<file path="config.mk">
export PLATFORM = sky130hd
export DESIGN_NAME = interrupt_control_status_regs
export DESIGN_NICKNAME = d
export VERILOG_FILES = /design/src/verilog/irq_csr_pkg.sv /design/src/verilog/interrupt_control_status_regs.sv
export SDC_FILE = /design/constraint.sdc
export NUM_CORES = 1
export LEC_CHECK = 0
export BUFFER_PORTS_ARGS = -buffer_cell sky130_fd_sc_hd__clkbuf_2
export CAP_MARGIN = 30
export CORE_UTILIZATION = 35
export DETAILED_ROUTE_END_ITERATION = 10
export PLACE_DENSITY = 0.61
export RECOVER_POWER = 25
export SLEW_MARGIN = 25
export SYNTH_ARGS = -nofsm -noshare
export SYNTH_HDL_FRONTEND = slang
export SYNTH_SLANG_ARGS = --single-unit
</file>
<file path="constraint.sdc">
create_clock -name clock -period 19.1 [get_ports clock]
set_input_delay 0.955 -clock clock [delete_from_list [all_inputs] [get_ports clock]]
set_output_delay 0.955 -clock clock [all_outputs]
set_load 0.005 [all_outputs]
</file>
<file path="src/verilog/irq_csr_pkg.sv">
/*
 this file holds the shared constants and carrier types of the interrupt
 control and status register block.
 it assumes a 16-bit register bus with word indices as addresses.
*/
`default_nettype none
package irq_csr_pkg;
   // register word addresses
   localparam logic [3:0] ADDR_STATUS = 4'h0;
   localparam logic [3:0] ADDR_CORE = 4'h1;
   localparam logic [3:0] ADDR_CTL_ONE = 4'h2;
   localparam logic [3:0] ADDR_CTL_TWO = 4'h3;
   localparam logic [3:0] ADDR_FLAGS = 4'h4;
   localparam logic [3:0] ADDR_ENABLE = 4'h5;
   localparam logic [3:0] ADDR_PRIO_LO = 4'h6;
   localparam logic [3:0] ADDR_PRIO_HI = 4'h7;
   localparam logic [3:0] ADDR_PRIO_X = 4'h8;
   // field positions
   localparam int STATUS_IPL_LSB = 5;
   localparam int CORE_IPL_MSB_POS = 3;
   localparam int NEST_DIS_POS = 15;
   localparam int ALT_TABLE_POS = 15;
   localparam int HOLD_OFF_POS = 14;
   // trap status positions in control word one
   localparam int DIV0_POS = 6;
   localparam int DMA_TRAP_POS = 5;
   localparam int MATH_TRAP_POS = 4;
   localparam int ADDR_TRAP_POS = 3;
   localparam int STACK_TRAP_POS = 2;
   localparam int OSC_TRAP_POS = 1;
   localparam logic [15:0] CTL_ONE_MASK = 16'h807e;
   localparam logic [15:0] CTL_TWO_WMASK = 16'h8007;
   localparam logic [15:0] FLAGS_MASK = 16'h7fff;
   localparam int NUM_SOURCES = 15;
   localparam logic [15:0] RESET_WORD = 16'h0000;
   localparam logic [2:0] LEVEL_BLOCK = 3'h7;
   // trap event bundle from the core
   typedef struct packed {
      logic div_zero;
      logic dma_fault;
      logic math;
      logic address;
      logic stack;
      logic osc_fail;
   } trap_events_t;
   // register bus request
   typedef struct packed {
      logic [3:0] addr;
      logic [15:0] wdata;
      logic wr;
      logic rd;
   } bus_req_t;
endpackage
`default_nettype wire

</file>
<file path="src/verilog/interrupt_control_status_regs.sv">
/*
 this file holds the interrupt control and status register block: priority
 level, nesting disable, trap status, vector table select, edge polarity of
 three external inputs, fifteen request flags and the request decision.
 it assumes trap and source events are one-clock pulses on the same clock,
 external inputs are asynchronous pins, and the bus master never waits.
*/
`timescale 1ns/1ns
`default_nettype none
module interrupt_control_status_regs #(
   parameter int NSRC = irq_csr_pkg::NUM_SOURCES
) (
   input wire logic clock, // system clock, 125 MHz
   input wire logic sys_rst, // asynchronous reset, active high
   input wire logic clk_en, // freezes all state while low
   input wire irq_csr_pkg::bus_req_t bus_req, // register bus request
   output logic [15:0] bus_rdata, // read data, cycle after read
   input wire irq_csr_pkg::trap_events_t trap_events, // trap pulses from core
   input wire logic trap_taken, // core enters a trap, level to 15
   input wire logic hold_off_active, // hold-off instruction running
   input wire logic [2:0] ext_pin, // external interrupt pins 0..2
   input wire logic [NSRC-1:0] src_pulse, // peripheral request pulses
   output logic [3:0] cpu_level, // current four-bit priority level
   output logic user_irq_blocked, // user interrupts masked
   output logic alt_table, // alternate vector table in use
   output logic irq_request, // pending user interrupt
   output logic [3:0] irq_source // winning source index
);

   ////////////////////////////////////////////////////////////////////////
   // registers
   logic [2:0] ipl_low_reg;
   logic ipl_msb_reg;
   logic nesting_disable_reg;
   logic [5:0] trap_flags_reg;
   logic alt_table_reg;
   logic [2:0] edge_pol_reg;
   logic [NSRC-1:0] flags_reg;
   logic [NSRC-1:0] enable_reg;
   logic [3*NSRC-1:0] prio_reg;
   logic [15:0] rdata_reg;
   logic [2:0] pin_s1_reg, pin_s2_reg, pin_s3_reg;
   logic hold_off_reg;

   ////////////////////////////////////////////////////////////////////////
   // write decode
   wire logic wr_status = bus_req.wr && bus_req.addr == irq_csr_pkg::ADDR_STATUS;
   wire logic wr_core = bus_req.wr && bus_req.addr == irq_csr_pkg::ADDR_CORE;
   wire logic wr_one = bus_req.wr && bus_req.addr == irq_csr_pkg::ADDR_CTL_ONE;
   wire logic wr_two = bus_req.wr && bus_req.addr == irq_csr_pkg::ADDR_CTL_TWO;
   wire logic wr_flags = bus_req.wr && bus_req.addr == irq_csr_pkg::ADDR_FLAGS;
   wire logic wr_enable = bus_req.wr && bus_req.addr == irq_csr_pkg::ADDR_ENABLE;
   wire logic wr_prio_lo = bus_req.wr && bus_req.addr == irq_csr_pkg::ADDR_PRIO_LO;
   wire logic wr_prio_hi = bus_req.wr && bus_req.addr == irq_csr_pkg::ADDR_PRIO_HI;
   wire logic wr_prio_x = bus_req.wr && bus_req.addr == irq_csr_pkg::ADDR_PRIO_X;
   wire logic [2:0] wr_ipl = bus_req.wdata[irq_csr_pkg::STATUS_IPL_LSB +: 3];
   wire logic status_write_ok = wr_status && !nesting_disable_reg;

   ////////////////////////////////////////////////////////////////////////
   // trap events in bit order 6..1
   wire logic [5:0] trap_set = {trap_events.div_zero, trap_events.dma_fault,
      trap_events.math, trap_events.address, trap_events.stack,
      trap_events.osc_fail};
   wire logic [5:0] trap_wr = bus_req.wdata[irq_csr_pkg::DIV0_POS:irq_csr_pkg::OSC_TRAP_POS];
   // set wins over software clear
   wire logic [5:0] trap_next = trap_set | (wr_one ? trap_wr : trap_flags_reg);

   ////////////////////////////////////////////////////////////////////////
   // external edge detect after two-stage sync
   wire logic [2:0] pin_rise = pin_s2_reg & ~pin_s3_reg;
   wire logic [2:0] pin_fall = ~pin_s2_reg & pin_s3_reg;
   wire logic [2:0] ext_edge = (edge_pol_reg & pin_fall) | (~edge_pol_reg & pin_rise);

   // external 0 feeds flag bit 0 alongside its peripheral pulse
   wire logic [NSRC-1:0] flag_set = src_pulse | {{(NSRC-1){1'b0}}, ext_edge[0]};
   wire logic [NSRC-1:0] flag_wr = bus_req.wdata[NSRC-1:0];
   wire logic [NSRC-1:0] flags_next = flag_set | (wr_flags ? flag_wr : flags_reg);

   ////////////////////////////////////////////////////////////////////////
   // priority level formation
   assign cpu_level = {ipl_msb_reg, ipl_low_reg};
   assign user_irq_blocked = ipl_msb_reg || ipl_low_reg == irq_csr_pkg::LEVEL_BLOCK;
   assign alt_table = alt_table_reg;

   // highest-priority enabled pending source, lowest index wins ties
   function automatic logic [7:0] pick_source(input logic [NSRC-1:0] act,
                                              input logic [3*NSRC-1:0] pr);
      logic [3:0] best_idx;
      logic [2:0] best_pr;
      logic found;
      best_idx = 4'h0;
      best_pr = 3'h0;
      found = 1'b0;
      for (int i = NSRC - 1; i >= 0; i--) begin
         if (act[i] && (!found || pr[3*i +: 3] >= best_pr)) begin
            best_idx = 4'(i);
            best_pr = pr[3*i +: 3];
            found = 1'b1;
         end
      end
      return {found, best_idx, best_pr};
   endfunction

   wire logic [7:0] pick = pick_source(flags_reg & enable_reg, prio_reg);
   wire logic pick_found = pick[7];
   wire logic [2:0] pick_prio = pick[2:0];
   // level 0 sources are disabled by their priority
   assign irq_request = pick_found && !ipl_msb_reg &&
      {1'b0, pick_prio} > cpu_level;
   assign irq_source = pick[6:3];

   ////////////////////////////////////////////////////////////////////////
   // read mux
   logic [15:0] read_word;
   always_comb begin
      read_word = irq_csr_pkg::RESET_WORD;
      unique case (bus_req.addr)
         irq_csr_pkg::ADDR_STATUS: read_word[irq_csr_pkg::STATUS_IPL_LSB +: 3] = ipl_low_reg;
         irq_csr_pkg::ADDR_CORE: read_word[irq_csr_pkg::CORE_IPL_MSB_POS] = ipl_msb_reg;
         irq_csr_pkg::ADDR_CTL_ONE: begin
            read_word[irq_csr_pkg::NEST_DIS_POS] = nesting_disable_reg;
            read_word[irq_csr_pkg::DIV0_POS:irq_csr_pkg::OSC_TRAP_POS] = trap_flags_reg;
         end
         irq_csr_pkg::ADDR_CTL_TWO: begin
            read_word[irq_csr_pkg::ALT_TABLE_POS] = alt_table_reg;
            read_word[irq_csr_pkg::HOLD_OFF_POS] = hold_off_reg;
            read_word[2:0] = edge_pol_reg;
         end
         irq_csr_pkg::ADDR_FLAGS: read_word[NSRC-1:0] = flags_reg;
         irq_csr_pkg::ADDR_ENABLE: read_word[NSRC-1:0] = enable_reg;
         irq_csr_pkg::ADDR_PRIO_LO: read_word = prio_reg[15:0];
         irq_csr_pkg::ADDR_PRIO_HI: read_word = prio_reg[31:16];
         irq_csr_pkg::ADDR_PRIO_X: read_word[3*NSRC-33:0] = prio_reg[3*NSRC-1:32];
         default: read_word = irq_csr_pkg::RESET_WORD;
      endcase
   end
   assign bus_rdata = rdata_reg;

   ////////////////////////////////////////////////////////////////////////
   // priority level field and top bit
   always_ff @(posedge clock or posedge sys_rst) begin
      if (sys_rst) begin
         ipl_low_reg <= 3'h0;
         ipl_msb_reg <= 1'b0;
      end else if (clk_en) begin
         if (trap_taken) begin
            ipl_msb_reg <= 1'b1;
            ipl_low_reg <= irq_csr_pkg::LEVEL_BLOCK;
         end else if (status_write_ok) begin
            ipl_low_reg <= wr_ipl;
         end
         // software may only clear the top bit
         if (!trap_taken && wr_core && !bus_req.wdata[irq_csr_pkg::CORE_IPL_MSB_POS]) begin
            ipl_msb_reg <= 1'b0;
         end
      end
   end

   // control words and trap status
   always_ff @(posedge clock or posedge sys_rst) begin
      if (sys_rst) begin
         nesting_disable_reg <= 1'b0;
         trap_flags_reg <= 6'h00;
         alt_table_reg <= 1'b0;
         edge_pol_reg <= 3'h0;
      end else if (clk_en) begin
         trap_flags_reg <= trap_next;
         if (wr_one) begin
            nesting_disable_reg <= bus_req.wdata[irq_csr_pkg::NEST_DIS_POS];
         end
         if (wr_two) begin
            alt_table_reg <= bus_req.wdata[irq_csr_pkg::ALT_TABLE_POS];
            edge_pol_reg <= bus_req.wdata[2:0];
         end
      end
   end

   // flags, enables, priorities
   always_ff @(posedge clock or posedge sys_rst) begin
      if (sys_rst) begin
         flags_reg <= '0;
         enable_reg <= '0;
         prio_reg <= '0;
      end else if (clk_en) begin
         flags_reg <= flags_next;
         if (wr_enable) enable_reg <= bus_req.wdata[NSRC-1:0];
         if (wr_prio_lo) prio_reg[15:0] <= bus_req.wdata;
         if (wr_prio_hi) prio_reg[31:16] <= bus_req.wdata;
         if (wr_prio_x) prio_reg[3*NSRC-1:32] <= bus_req.wdata[3*NSRC-33:0];
      end
   end

   // pin synchronisers, hold-off sample, read data
   always_ff @(posedge clock or posedge sys_rst) begin
      if (sys_rst) begin
         pin_s1_reg <= 3'h0;
         pin_s2_reg <= 3'h0;
         pin_s3_reg <= 3'h0;
         hold_off_reg <= 1'b0;
         rdata_reg <= 16'h0000;
      end else if (clk_en) begin
         pin_s1_reg <= ext_pin;
         pin_s2_reg <= pin_s1_reg;
         pin_s3_reg <= pin_s2_reg;
         hold_off_reg <= hold_off_active;
         rdata_reg <= bus_req.rd ? read_word : 16'h0000;
      end
   end

   ////////////////////////////////////////////////////////////////////////
   // checks
   a_ipl_locked: assert property (@(posedge clock) disable iff (sys_rst)
      clk_en && nesting_disable_reg && !trap_taken |=> $stable(ipl_low_reg))
      else $error("priority field changed while nesting disabled");
   a_msb_no_set: assert property (@(posedge clock) disable iff (sys_rst)
      clk_en && !trap_taken && !ipl_msb_reg |=> !ipl_msb_reg)
      else $error("top priority bit set without trap");
   a_block_level: assert property (@(posedge clock) disable iff (sys_rst)
      user_irq_blocked |-> !irq_request)
      else $error("request raised while blocked");
   a_div_flag_set: assert property (@(posedge clock) disable iff (sys_rst)
      clk_en && trap_events.div_zero |=> trap_flags_reg[5])
      else $error("divide trap flag not set");
   a_osc_flag_set: assert property (@(posedge clock) disable iff (sys_rst)
      clk_en && trap_events.osc_fail |=> trap_flags_reg[0])
      else $error("oscillator trap flag not set");
   a_flag_sticky: assert property (@(posedge clock) disable iff (sys_rst)
      clk_en && src_pulse[1] |=> flags_reg[1] [*1] ##0 1)
      else $error("source flag lost");
   a_ext_edge: assert property (@(posedge clock) disable iff (sys_rst)
      clk_en && ext_edge[0] |=> flags_reg[0])
      else $error("external edge not flagged");
   a_read_timing: assert property (@(posedge clock) disable iff (sys_rst)
      clk_en && bus_req.rd && bus_req.addr == irq_csr_pkg::ADDR_FLAGS
      |=> bus_rdata[15] == 1'b0)
      else $error("flag word top bit not zero");
   a_level_form: assert property (@(posedge clock) disable iff (sys_rst)
      clk_en && trap_taken |=> cpu_level == 4'hf)
      else $error("trap did not raise level to 15");

   // accepted status write lands in the field
   a_ipl_write: assert property (@(posedge clock) disable iff (sys_rst)
      clk_en && status_write_ok && !trap_taken |=> ipl_low_reg == $past(wr_ipl))
      else $error("priority field write lost");
   // software clear of the top bit
   a_top_clear: assert property (@(posedge clock) disable iff (sys_rst)
      clk_en && wr_core && !bus_req.wdata[irq_csr_pkg::CORE_IPL_MSB_POS] && !trap_taken
      |=> !ipl_msb_reg)
      else $error("top priority bit not cleared");
   // top bit reads as level above seven
   a_msb_reads: assert property (@(posedge clock) disable iff (sys_rst)
      clk_en && bus_req.rd && bus_req.addr == irq_csr_pkg::ADDR_CORE
      |=> bus_rdata[irq_csr_pkg::CORE_IPL_MSB_POS] == ($past(cpu_level) > 4'h7))
      else $error("top bit read does not match level");
   // nesting disable follows software
   a_nest_write: assert property (@(posedge clock) disable iff (sys_rst)
      clk_en && wr_one |=> nesting_disable_reg == $past(bus_req.wdata[irq_csr_pkg::NEST_DIS_POS]))
      else $error("nesting disable write lost");

   // dma fault trap flag
   a_dma_flag: assert property (@(posedge clock) disable iff (sys_rst)
      clk_en && trap_events.dma_fault |=> trap_flags_reg[4])
      else $error("dma trap flag not set");
   // math trap flag
   a_math_flag: assert property (@(posedge clock) disable iff (sys_rst)
      clk_en && trap_events.math |=> trap_flags_reg[3])
      else $error("math trap flag not set");
   // address trap flag
   a_addr_flag: assert property (@(posedge clock) disable iff (sys_rst)
      clk_en && trap_events.address |=> trap_flags_reg[2])
      else $error("address trap flag not set");
   // stack trap flag
   a_stack_flag: assert property (@(posedge clock) disable iff (sys_rst)
      clk_en && trap_events.stack |=> trap_flags_reg[1])
      else $error("stack trap flag not set");
   // unused bits of control word one read zero
   a_ctl_one_zero: assert property (@(posedge clock) disable iff (sys_rst)
      clk_en && bus_req.rd && bus_req.addr == irq_csr_pkg::ADDR_CTL_ONE
      |=> bus_rdata[14:7] == 8'h00 && !bus_rdata[0])
      else $error("unused control bits not zero");

   // table select follows software
   a_alt_write: assert property (@(posedge clock) disable iff (sys_rst)
      clk_en && wr_two |=> alt_table == $past(bus_req.wdata[irq_csr_pkg::ALT_TABLE_POS]))
      else $error("table select write lost");
   // hold-off status tracks its input
   a_hold_show: assert property (@(posedge clock) disable iff (sys_rst)
      clk_en |=> hold_off_reg == $past(hold_off_active))
      else $error("hold-off status lags");
   // every source pulse lands in its flag
   a_src_flag: assert property (@(posedge clock) disable iff (sys_rst)
      clk_en && (|src_pulse) |=> (flags_reg & $past(src_pulse)) == $past(src_pulse))
      else $error("source pulse not flagged");
   // winner is flagged and enabled
   a_irq_source: assert property (@(posedge clock) disable iff (sys_rst)
      irq_request |-> flags_reg[irq_source] && enable_reg[irq_source])
      else $error("request from idle source");

   // read data stand one cycle only
   a_read_idle: assert property (@(posedge clock) disable iff (sys_rst)
      clk_en && !bus_req.rd |=> bus_rdata == 16'h0000)
      else $error("read data outside read cycle");
   // low enable freezes state
   a_frozen: assert property (@(posedge clock) disable iff (sys_rst)
      !clk_en |=> $stable(flags_reg) && $stable(ipl_low_reg) && $stable(bus_rdata))
      else $error("state moved while frozen");
   // unmapped addresses read zero
   a_unmapped: assert property (@(posedge clock) disable iff (sys_rst)
      clk_en && bus_req.rd && bus_req.addr > irq_csr_pkg::ADDR_PRIO_X |=> bus_rdata == 16'h0000)
      else $error("unmapped read not zero");

   // priority word write lands
   a_prio_write: assert property (@(posedge clock) disable iff (sys_rst)
      clk_en && wr_prio_lo |=> prio_reg[15:0] == $past(bus_req.wdata))
      else $error("priority write lost");
   // enable word write lands
   a_enable_write: assert property (@(posedge clock) disable iff (sys_rst)
      clk_en && wr_enable |=> enable_reg == $past(bus_req.wdata[NSRC-1:0]))
      else $error("enable write lost");
   // software trap write without events
   a_trap_write: assert property (@(posedge clock) disable iff (sys_rst)
      clk_en && wr_one && trap_set == 6'h00 |=> trap_flags_reg == $past(trap_wr))
      else $error("trap status write lost");
   // software flag write without events
   a_flag_write: assert property (@(posedge clock) disable iff (sys_rst)
      clk_en && wr_flags && flag_set == '0 |=> flags_reg == $past(flag_wr))
      else $error("flag word write lost");

endmodule
`default_nettype wire

</file>
==> results of run 1 <==
==> path summary, 6_finish.rpt <==
kind	start	endpoint	slack, ns	cells after the start
worst min-delay path	bus_rdata[7]$_DFFE_PP0P_	bus_rdata[7]$_DFFE_PP0P_	0.52	1
worst max register to register	ipl_low_reg[0]$_DFFE_PP0P_	bus_rdata[5]$_DFFE_PP0P_	17.41	5
worst min register to register	bus_rdata[7]$_DFFE_PP0P_	bus_rdata[7]$_DFFE_PP0P_	0.52	1
min in group asynchronous	sys_rst	bus_rdata[5]$_DFFE_PP0P_	0.93	2
max in group asynchronous	sys_rst	prio_reg[44]$_DFFE_PP0P_	13.66	3
worst max-delay path	flags_reg[14]$_DFFE_PP0P_	irq_request	-0.71	97
==> kinds of logic after synthesis <==
| family | share of synthesized area |
|---|---|
| AOI/OAI and AO/OA | 0.2451 |
| and+or+nand+nor | 0.1512 |
| DFF | 0.3913 |
| buffers and inverters | 0.04482 |
| muxes | 0.09692 |
| adders and majority gates | 0.07078 |
==> final cells by class <==
type                       count  area share
inverter                      44     0.01685
sequential                   110      0.2788
timing repair buffer         217      0.1499
tap                          265     0.03358
clock inverter                 4    0.003168
clock buffer                  11     0.02458
multi-input combinational    542      0.4931
==> report_power, final <==
| part | switching, W | internal, W |
|---|---|---|
| Combinational | 0.000579 | 0.000724 |
| Clock | 0.0000916 | 0.0000920 |
| Sequential | 0.0000459 | 0.000265 |
| Total | 0.000716 | 0.00108 |
==> worst max-delay path: cells and delay by family, from the launching register on <==
family	cells	cell delay, ns
AOI/OAI and AO/OA	43	8.33
and+or+nand+nor	32	4.61
adders and majority gates	15	3.56
muxes	3	1.02
buffers and inverters	4	0.53
DFF	1	0.43
==> layout by cell type, fill, tap and decap left out, types with 7 or more instances in the layout <==
| cell | n |
|---|---|
| o21ai_0 | 33 |
| a22oi_1 | 15 |
| a221o_1 | 24 |
| clkbuf_2 | 73 |
| mux2_2 | 54 |
| o21ai_2 | 7 |
| o22ai_1 | 12 |
| a21oi_4 | 7 |
| a21o_1 | 9 |
| nor2_1 | 25 |
| buf_6 | 11 |
| nand3_1 | 9 |
| nor2_2 | 9 |
| a21oi_1 | 19 |
| nand2b_4 | 12 |
| dfrtp_1 | 110 |
| and3_1 | 11 |
| nor3_1 | 7 |
| ha_4 | 10 |
| inv_1 | 42 |
| a222oi_1 | 9 |
| clkbuf_16 | 9 |
| nor2b_1 | 24 |
| nand2_1 | 58 |
| buf_4 | 126 |
| ha_1 | 28 |
| a22o_1 | 8 |
==> stage by stage <==
step,setup WS (ns),TNS [ns]
finish,-0.7137,-1.486
global route,-1.550,-5.405
CTS,-0.4196,-0.9468
detailed placement,-0.7671,-1.752
global placement,-0.6376,-1.346
floorplan,0.01078,0
==> metal layers <==
metal / share of wire / wire [um] / vias up
li1: - / - / 3147
met1: 0.45 / 10920 / 3385
met2: 0.47 / 11540 / 227
met3: 0.054 / 1321 / 38
met4: 0.021 / 518 / 0
met5: 0 / 0 / -
==> timing repair <==
item / in CTS / in global routing
setup endpoints to repair: 5 / 5
gates resized for setup: 79 / 58
buffers inserted: 39 / 15
pin swaps: 69 / 68
==> flow_summary.yaml, run 1 <==
floorplan:
  chipHeight_um: 143.8
  dieWidth_um: 143.8
  start_util: 0.3591
  core_area_sq_um: 19590
  row_count: 51
  die_area_sq_um: 20670
  ios: 78
cts:
  clock-sinks: 110
  hold_buffers: 0
  cts_tree: "built"
  root_buffer: "clkbuf_16"
  clk_latency_ns: 0.37
  clkTransAtPathRegs_ns: 0.07
  numCtsBuffers: 9
  clk_path_buf_depth: 2
  htreeDepth: 3
synth:
  ys_types: 71
  synth_edf_count: 0
  synthTopCellsByCount: "110 x dfrtp_1, 64 x nand2_1, 57 x mux2_2"
  synth.most_common_cell: "dfrtp_1"
  syn-cell-area_sq_um: 7035
  synth_top_area_cell: "dfrtp_1"
  synth_top_area_frac: 0.3913
  ys_seq_area_frac: 0.3913
  synth.area.top_cells: "dfrtp_1 39%, mux2_2 9.1%, ha_1 6.9%"
  synth_seq_cells: 110
  synth_nets: 822
  yosysWarnings: 0
  async_reset_ff_frac: 1.000
  syn-instance-count: 732
  synth-main-ff-cell: "dfrtp_1"
  synth_area_per_cell_sq_um: 9.611
worst_setup_path:
  crit_fanout: 7
  cpMostUsedCell: "nand2b_4"
  critPathRequiredTime_ns: 18.15
  crit_path_max_incr_delay_ns: 0.45
  crit_slowest_cell: "or3_4"
  worstSetupPathType: "reg2out"
  startpoint_type: "flip-flop"
  endpoint_kind: "output port"
  cp.arrival_ns: 18.86
sta:
  fmax_mhz: 50.47
  worst_slack_ns: -0.7137
  fin_skew_ns: 0.01322
  finalHoldViolations: 0
  tightestPinTransition_ns: 4.140
  final.min_clock_period_ns: 19.81
  fin_crit_sh: 1.037
  timing.hold.ws_ns: 0.5175
  drv_slew: 166
  slew-limit-headroom: -1.760
  rsz0062_at_grt: "true"
  finalSetupViolCount: 4
finish:
  fillers: 1774
  nNetsFinal: 1014
  antennaDiodeCount: 0
  final_cells: 1193
  areaGrowthSynthToFinish_pct: 40.33
  drive_above_1_share: 0.4440
  final_area_sq_um: 9873
  largest_register_ffs: 45
  finish.utilization: 0.5040
  regArea_sq_um: 2753
  multi_input_area_sq_um: 4868
route:
  wl_per_cell_um: 20.37
  drt_pass1_iterations: 5
  drc: 0
  antenna_left: 0
  wl_um: 24300
  vias: 6797
  drtIter0Drc: 533
  viasPerCell: 5.697
placed_design:
  postPlaceCellArea_sq_um: 8469
  io_buffers: 75
  gp_congestion: 0.8616
  placedCellCount: 1128
  place_hpwl_um: 17270
global_routing:
  grt_first_pass_wirelength_um: 37220
  grt-ovfl-total: 0
  grt_start_max_net_pins: 76
  use_met1: 0.3240
  met3_usage: 0.04132
  grt_pass1_vias: 6573
  grt_use_met2: 0.3975
  busiest_layer: "met2"
  grtUsageTotal: 0.2418
  antenna_found_initial: 0
power_and_ir_drop:
  p_leak_nw: 4.346
  powerDensity_nw_per_um2: 182.0
  finalPower_w: 0.001797
  ir_drop_mv: 0.09123
run_status:
  violations: "capacitance limit, slew limit, setup timing"
  outcome: "complete, but fails checks"
run:
  drv_cap: 3
min_path:
  min_path_type: "reg2reg"
Note: power is estimated with default switching activity, not from simulation.
==> run 2: changes to the inputs <==
--- a/config.mk
+++ b/config.mk
@@ -11,6 +11,7 @@
 export DETAILED_ROUTE_END_ITERATION = 10
 export PLACE_DENSITY = 0.61
 export RECOVER_POWER = 25
+export SKIP_LAST_GASP = 1
 export SLEW_MARGIN = 25
 export SYNTH_ARGS = -nofsm -noshare
 export SYNTH_HDL_FRONTEND = slang
==> run 2 against run 1 <==
Effect of this change:
- the flow still finishes with violations (capacitance limit, slew limit, setup timing)
- critical path depth did not move
- worst setup slack better by 0.011 ns
- register-to-register slack gained 0.02 ns
- clock power is essentially flat
- combinational power hardly changed
- sequential share of layout area about the same
- final cell count unchanged
- clock skew up 0.00061 ns
- largest cell class unchanged
- highest routed layer unchanged
==> flow_summary.yaml, run 2 (same netlist as run 1, synthesis figures left out) <==
run_status:
  outcome: "complete, but fails checks"
  violations: "capacitance limit, slew limit, setup timing"
power_and_ir_drop:
  ir_drop_mv: 0.09189
  combinationalPowerShare: 0.724
  seq_power_share: 0.173
  powerDensity_nw_per_um2: 181.8
  swShare: 0.3986
  power_switching_w: 0.0007151
  finalPower_w: 0.001794
  p_int_w: 0.001079
  p_clk_frac: 0.102
  p_leak_nw: 4.345
cts:
  cts_tree: "built"
  clock-sinks: 110
  clk_latency_ns: 0.37
  clk_path_buf_depth: 2
  htreeDepth: 3
  clkTransAtPathRegs_ns: 0.07
  root_buffer: "clkbuf_16"
  numCtsBuffers: 9
route:
  drt_pass1_iterations: 5
  drc: 0
  viasPerCell: 5.712
  drtIter0Drc: 496
  vias: 6815
  wl_um: 24390
  antenna_left: 0
  wl_per_cell_um: 20.44
global_routing:
  grt_start_max_net_pins: 76
  grtUsageTotal: 0.2418
  grt_first_pass_wirelength_um: 37220
  grt_pass1_vias: 6573
  antenna_found_initial: 0
  grt-ovfl-total: 0
worst_setup_path:
  endpoint_kind: "output port"
  reg2reg_from: "ipl_low_reg[0]$_DFFE_PP0P_"
  worstSetupPathType: "reg2out"
  startpoint_type: "flip-flop"
  cp.arrival_ns: 18.85
  crit_path_max_incr_delay_ns: 0.45
  cpMostUsedCell: "nand2b_4"
  reg2reg_depth: 5
  timing.critical_path.buf_inv: 4
  rr_endpoint: "bus_rdata[5]$_DFFE_PP0P_"
  cp_top_family: "compound AO/OA/AOI/OAI gates"
  reg2reg_setup_slack_ns: 17.43
  crit_fanout: 7
  critPathRequiredTime_ns: 18.15
  crit_slowest_cell: "or3_4"
finish:
  antennaDiodeCount: 0
  areaGrowthSynthToFinish_pct: 40.28
  multi_input_area_sq_um: 4868
  mostFrequentLayoutCell: "buf_4"
  layout_common_cells: "127 x buf_4, 110 x dfrtp_1, 73 x clkbuf_2"
  fillers: 1774
  regArea_sq_um: 2753
  largest_register_ffs: 45
  nNetsFinal: 1014
  drive_above_1_share: 0.4440
min_path:
  min_path_type: "reg2reg"
  whs_endpoint: "bus_rdata[7]$_DFFE_PP0P_"
  hold_path_startpoint: "bus_rdata[7]$_DFFE_PP0P_"
  whs_path_depth: 1
sta:
  slew-limit-headroom: -1.789
  fin_crit_sh: 1.037
  tightestPinTransition_ns: 4.183
  worst_slack_ns: -0.7026
  finalHoldViolations: 0
  rsz0062_at_grt: "true"
  fmax_mhz: 50.50
  finalSetupViolCount: 4
  fin_skew_ns: 0.01383
  drv_slew: 166
  final.min_clock_period_ns: 19.80
floorplan:
  dieWidth_um: 143.8
  row_count: 51
  start_util: 0.3591
  ios: 78
  core_area_sq_um: 19590
  chipHeight_um: 143.8
  die_area_sq_um: 20670
placed_design:
  io_buffers: 75
  gp_congestion: 0.8616
  pre_cts_slack_ns: -0.7671
  place_hpwl_um: 17270
run:
  drv_cap: 3
[run 2: final cells by class]
class / instances / share of cell area
clock buffers: 11 / 0.02459
clock inverters: 4 / 0.003169
inverters: 44 / 0.01686
multi-input cells: 542 / 0.4933
flip-flops and latches: 110 / 0.2789
well taps: 265 / 0.03360
repair buffers: 217 / 0.1496
[run 2: power by group through the flow]
stage | registers (W) | clock network (W) | logic [W]
5_1_grt | 0.000314 | 0.000194 | 0.00140
3_5_place_dp | 0.000310 | 0 | 0.000848
2_1_floorplan | 0.000293 | 0 | 0.000536
4_1_cts | 0.000307 | 0.000186 | 0.00115
6_report | 0.000311 | 0.000183 | 0.00130
3_3_place_gp | 0.000309 | 0 | 0.000831
[run 2: worst max-delay path by stage]
stage / endpoint / from / cells after the start
6_report: irq_request / flags_reg[14]$_DFFE_PP0P_ / 97
5_1_grt: irq_request / flags_reg[14]$_DFFE_PP0P_ / 97
4_1_cts: irq_request / flags_reg[14]$_DFFE_PP0P_ / 95
3_5_place_dp: irq_request / flags_reg[14]$_DFFE_PP0P_ / 94
3_3_place_gp: irq_request / flags_reg[14]$_DFFE_PP0P_ / 92
2_1_floorplan: irq_request / flags_reg[14]$_DFFE_PP0P_ / 97
[run 2: what timing repair did]
action / CTS / global route
gates resized for setup: 79 / 57
setup endpoints to repair: 5 / 5
hold buffers: 0 / 0
pin swaps: 69 / 68
gates cloned: 0 / 0
setup buffers: 39 / 15
endpoints found under the hold margin: 0 / 0
[run 2: per-stage QoR]
step	area [sq um]	setup TNS [ns]	utilization	hold WS [ns]	cells
after floorplan	7206	0	-	0.4750	732
final	9869	-1.453	0.5038	0.5175	1193
after detailed placement	8469	-1.752	0.4323	0.4961	1128
after global placement	8446	-1.346	0.4311	0.4902	1126
after global routing	9869	-5.430	0.5038	0.5246	1193
after CTS	9473	-0.9468	0.4836	0.5171	1180
[run 2: layer usage]
metal | share of wire | GRT usage
met1 | 0.46 | 0.3240
met2 | 0.47 | 0.3975
met3 | 0.048 | 0.04132
met4 | 0.022 | 0.07111
met5 | 0 | 0
==> run 3: changes to the inputs <==
--- a/config.mk
+++ b/config.mk
@@ -9,8 +9,10 @@
 export CAP_MARGIN = 30
 export CORE_UTILIZATION = 35
 export DETAILED_ROUTE_END_ITERATION = 10
+export GPL_TIMING_DRIVEN = 0
 export PLACE_DENSITY = 0.61
 export RECOVER_POWER = 25
+export REMOVE_ABC_BUFFERS = 1
 export SKIP_LAST_GASP = 1
 export SLEW_MARGIN = 25
 export SYNTH_ARGS = -nofsm -noshare
==> run 3 against run 2 <==
Effect of this change:
- the run still ends with capacitance limit, slew limit, setup timing left
- register-to-register slack lost 0.27 ns
- non-clock buffer count fell by 39
- core utilization decreased by 1.6 points
- cell area fell by 3.2%
- critical path type unchanged
- global-route usage down 0.36 points
- via count down 0.66%
- critical path depth did not move
- highest routed layer unchanged
- clock skew is 0.0035 ns lower
- largest cell class unchanged
- first-iteration DRC count up 13%
- clock-buffer cell count did not move
- largest power group unchanged
==> flow_summary.yaml, run 3 (same netlist as run 1, synthesis figures left out) <==
placed_design:
  gp_congestion: 0.8947
  postPlaceCellArea_sq_um: 7775
  place_hpwl_um: 16440
  placedCellCount: 1051
  io_buffers: 75
sta:
  worst_slack_ns: -0.7360
  tightestPinTransition_ns: 3.779
  fmax_mhz: 50.41
  finalSetupViolCount: 4
  slew-limit-headroom: -1.520
  setup_tns_ns: -1.859
  rsz0062_at_grt: "true"
  drv_slew: 113
  finalHoldViolations: 0
  fin_crit_sh: 1.039
  fin_skew_ns: 0.01032
  timing.hold.ws_ns: 0.5178
  final.min_clock_period_ns: 19.84
floorplan:
  chipHeight_um: 143.8
  die_area_sq_um: 20670
  dieWidth_um: 143.8
  start_util: 0.3591
  ios: 78
  core_area_sq_um: 19590
  row_count: 51
run_status:
  outcome: "complete, but fails checks"
  violations: "capacitance limit, slew limit, setup timing"
worst_setup_path:
  cp_top_family: "compound AO/OA/AOI/OAI gates"
  cp.arrival_ns: 18.88
  reg2reg_from: "prio_reg[37]$_DFFE_PP0P_"
  crit_path_max_incr_delay_ns: 0.46
  endpoint_kind: "output port"
  timing.critical_path.buf_inv: 5
  crit_slowest_cell: "a2111oi_4"
  crit_fanout: 7
  worstSetupPathType: "reg2out"
  setup.worst_path.start: "flags_reg[14]$_DFFE_PP0P_"
  startpoint_type: "flip-flop"
  critPathRequiredTime_ns: 18.15
finish:
  mostFrequentLayoutCell: "dfrtp_1"
  final_area_sq_um: 9554
  drive_above_1_share: 0.4348
  areaGrowthSynthToFinish_pct: 35.80
  largest_register_ffs: 45
  antennaDiodeCount: 0
  layout_common_cells: "106 x dfrtp_1, 88 x buf_4, 72 x clkbuf_2"
  final_cells: 1155
  nNetsFinal: 975
cts:
  htreeDepth: 3
  numCtsBuffers: 9
  clock-sinks: 110
  hold_buffers: 0
  root_buffer: "clkbuf_16"
  clkTransAtPathRegs_ns: 0.08
  clk_path_buf_depth: 2
  clk_latency_ns: 0.37
  cts_tree: "built"
route:
  drtIter0Drc: 562
  wl_per_cell_um: 20.92
  viasPerCell: 5.861
  wl_um: 24160
  antenna_left: 0
  vias: 6770
  drc: 0
  drt_pass1_iterations: 6
global_routing:
  grt_start_max_net_pins: 71
  antenna_found_initial: 0
  grt_pass1_vias: 6494
  grt-ovfl-total: 0
  grtUsageTotal: 0.2383
  grt_first_pass_wirelength_um: 36890
min_path:
  min_path_type: "reg2reg"
  hold_path_startpoint: "edge_pol_reg[2]$_DFFE_PP0P_"
power_and_ir_drop:
  p_leak_nw: 4.142
  finalPower_w: 0.001723
  powerDensity_nw_per_um2: 180.4
  ir_drop_mv: 0.08140
run:
  drv_cap: 2
## run 3: routing by layer
| layer | GRT usage | part of all wire |
|---|---|---|
| met1 | 0.3196 | 0.43 |
| met2 | 0.3707 | 0.46 |
| met3 | 0.04099 | 0.060 |
| met4 | 0.1142 | 0.045 |
| met5 | 0 | 0 |
## run 3: power breakdown
group | leakage [nW] | internal [W] | total [W] | switching (W)
Combinational | 2.71 | 0.000653 | 0.00122 | 0.000569
Sequential | 1.29 | 0.000265 | 0.000312 | 0.0000463
Clock | 0.143 | 0.0000970 | 0.000190 | 0.0000932
Total | 4.14 | 0.00102 | 0.00172 | 0.000708
## run 3: path summary, 6_finish.rpt
kind / cells past startpoint / slack (ns) / endpoint
setup / recovery: 97 / -0.74 / irq_request
hold / removal: 1 / 0.52 / edge_pol_reg[2]$_DFFE_PP0P_
setup reg to reg: 5 / 17.16 / bus_rdata[5]$_DFFE_PP0P_
hold reg to reg: 1 / 0.52 / edge_pol_reg[2]$_DFFE_PP0P_
max in group asynchronous: 3 / 13.48 / prio_reg[42]$_DFFE_PP0P_
min in group asynchronous: 2 / 1.03 / pin_s1_reg[0]$_DFFE_PP0P_
## run 3: worst reg2reg max path, cell delays in order (launching register included)
cell,delay (ns)
dfrtp_1,0.45
mux2_2,0.29
a22oi_1,0.23
nand2_1,0.09
a221oi_1,0.60
o22ai_1,0.13
## run 3: timing repair
item / in CTS / in global routing
pin swaps: 66 / 43
setup buffers: 67 / 25
setup endpoints to repair: 5 / 5
gates resized for setup: 121 / 48
## run 3: layout make-up
cell class,instances,area [sq um]
well taps,265,331.6
fillers,1761,10040
inverters,44,166.4
flip-flops and latches,110,2758
clock inverters,5,38.79
clock buffers,11,252.7
multi-input cells,542,4832
repair buffers,178,1175
## run 3: metrics by stage
| step | setup WS [ns] | utilization |
|---|---|---|
| 6_report | -0.7360 | 0.4877 |
| 5_1_grt | -1.479 | 0.4877 |
| 4_1_cts | -0.5255 | 0.4678 |
| 3_5_place_dp | -3.381 | 0.3969 |
| 3_3_place_gp | -3.223 | 0.3876 |
| 2_1_floorplan | -0.6954 | - |
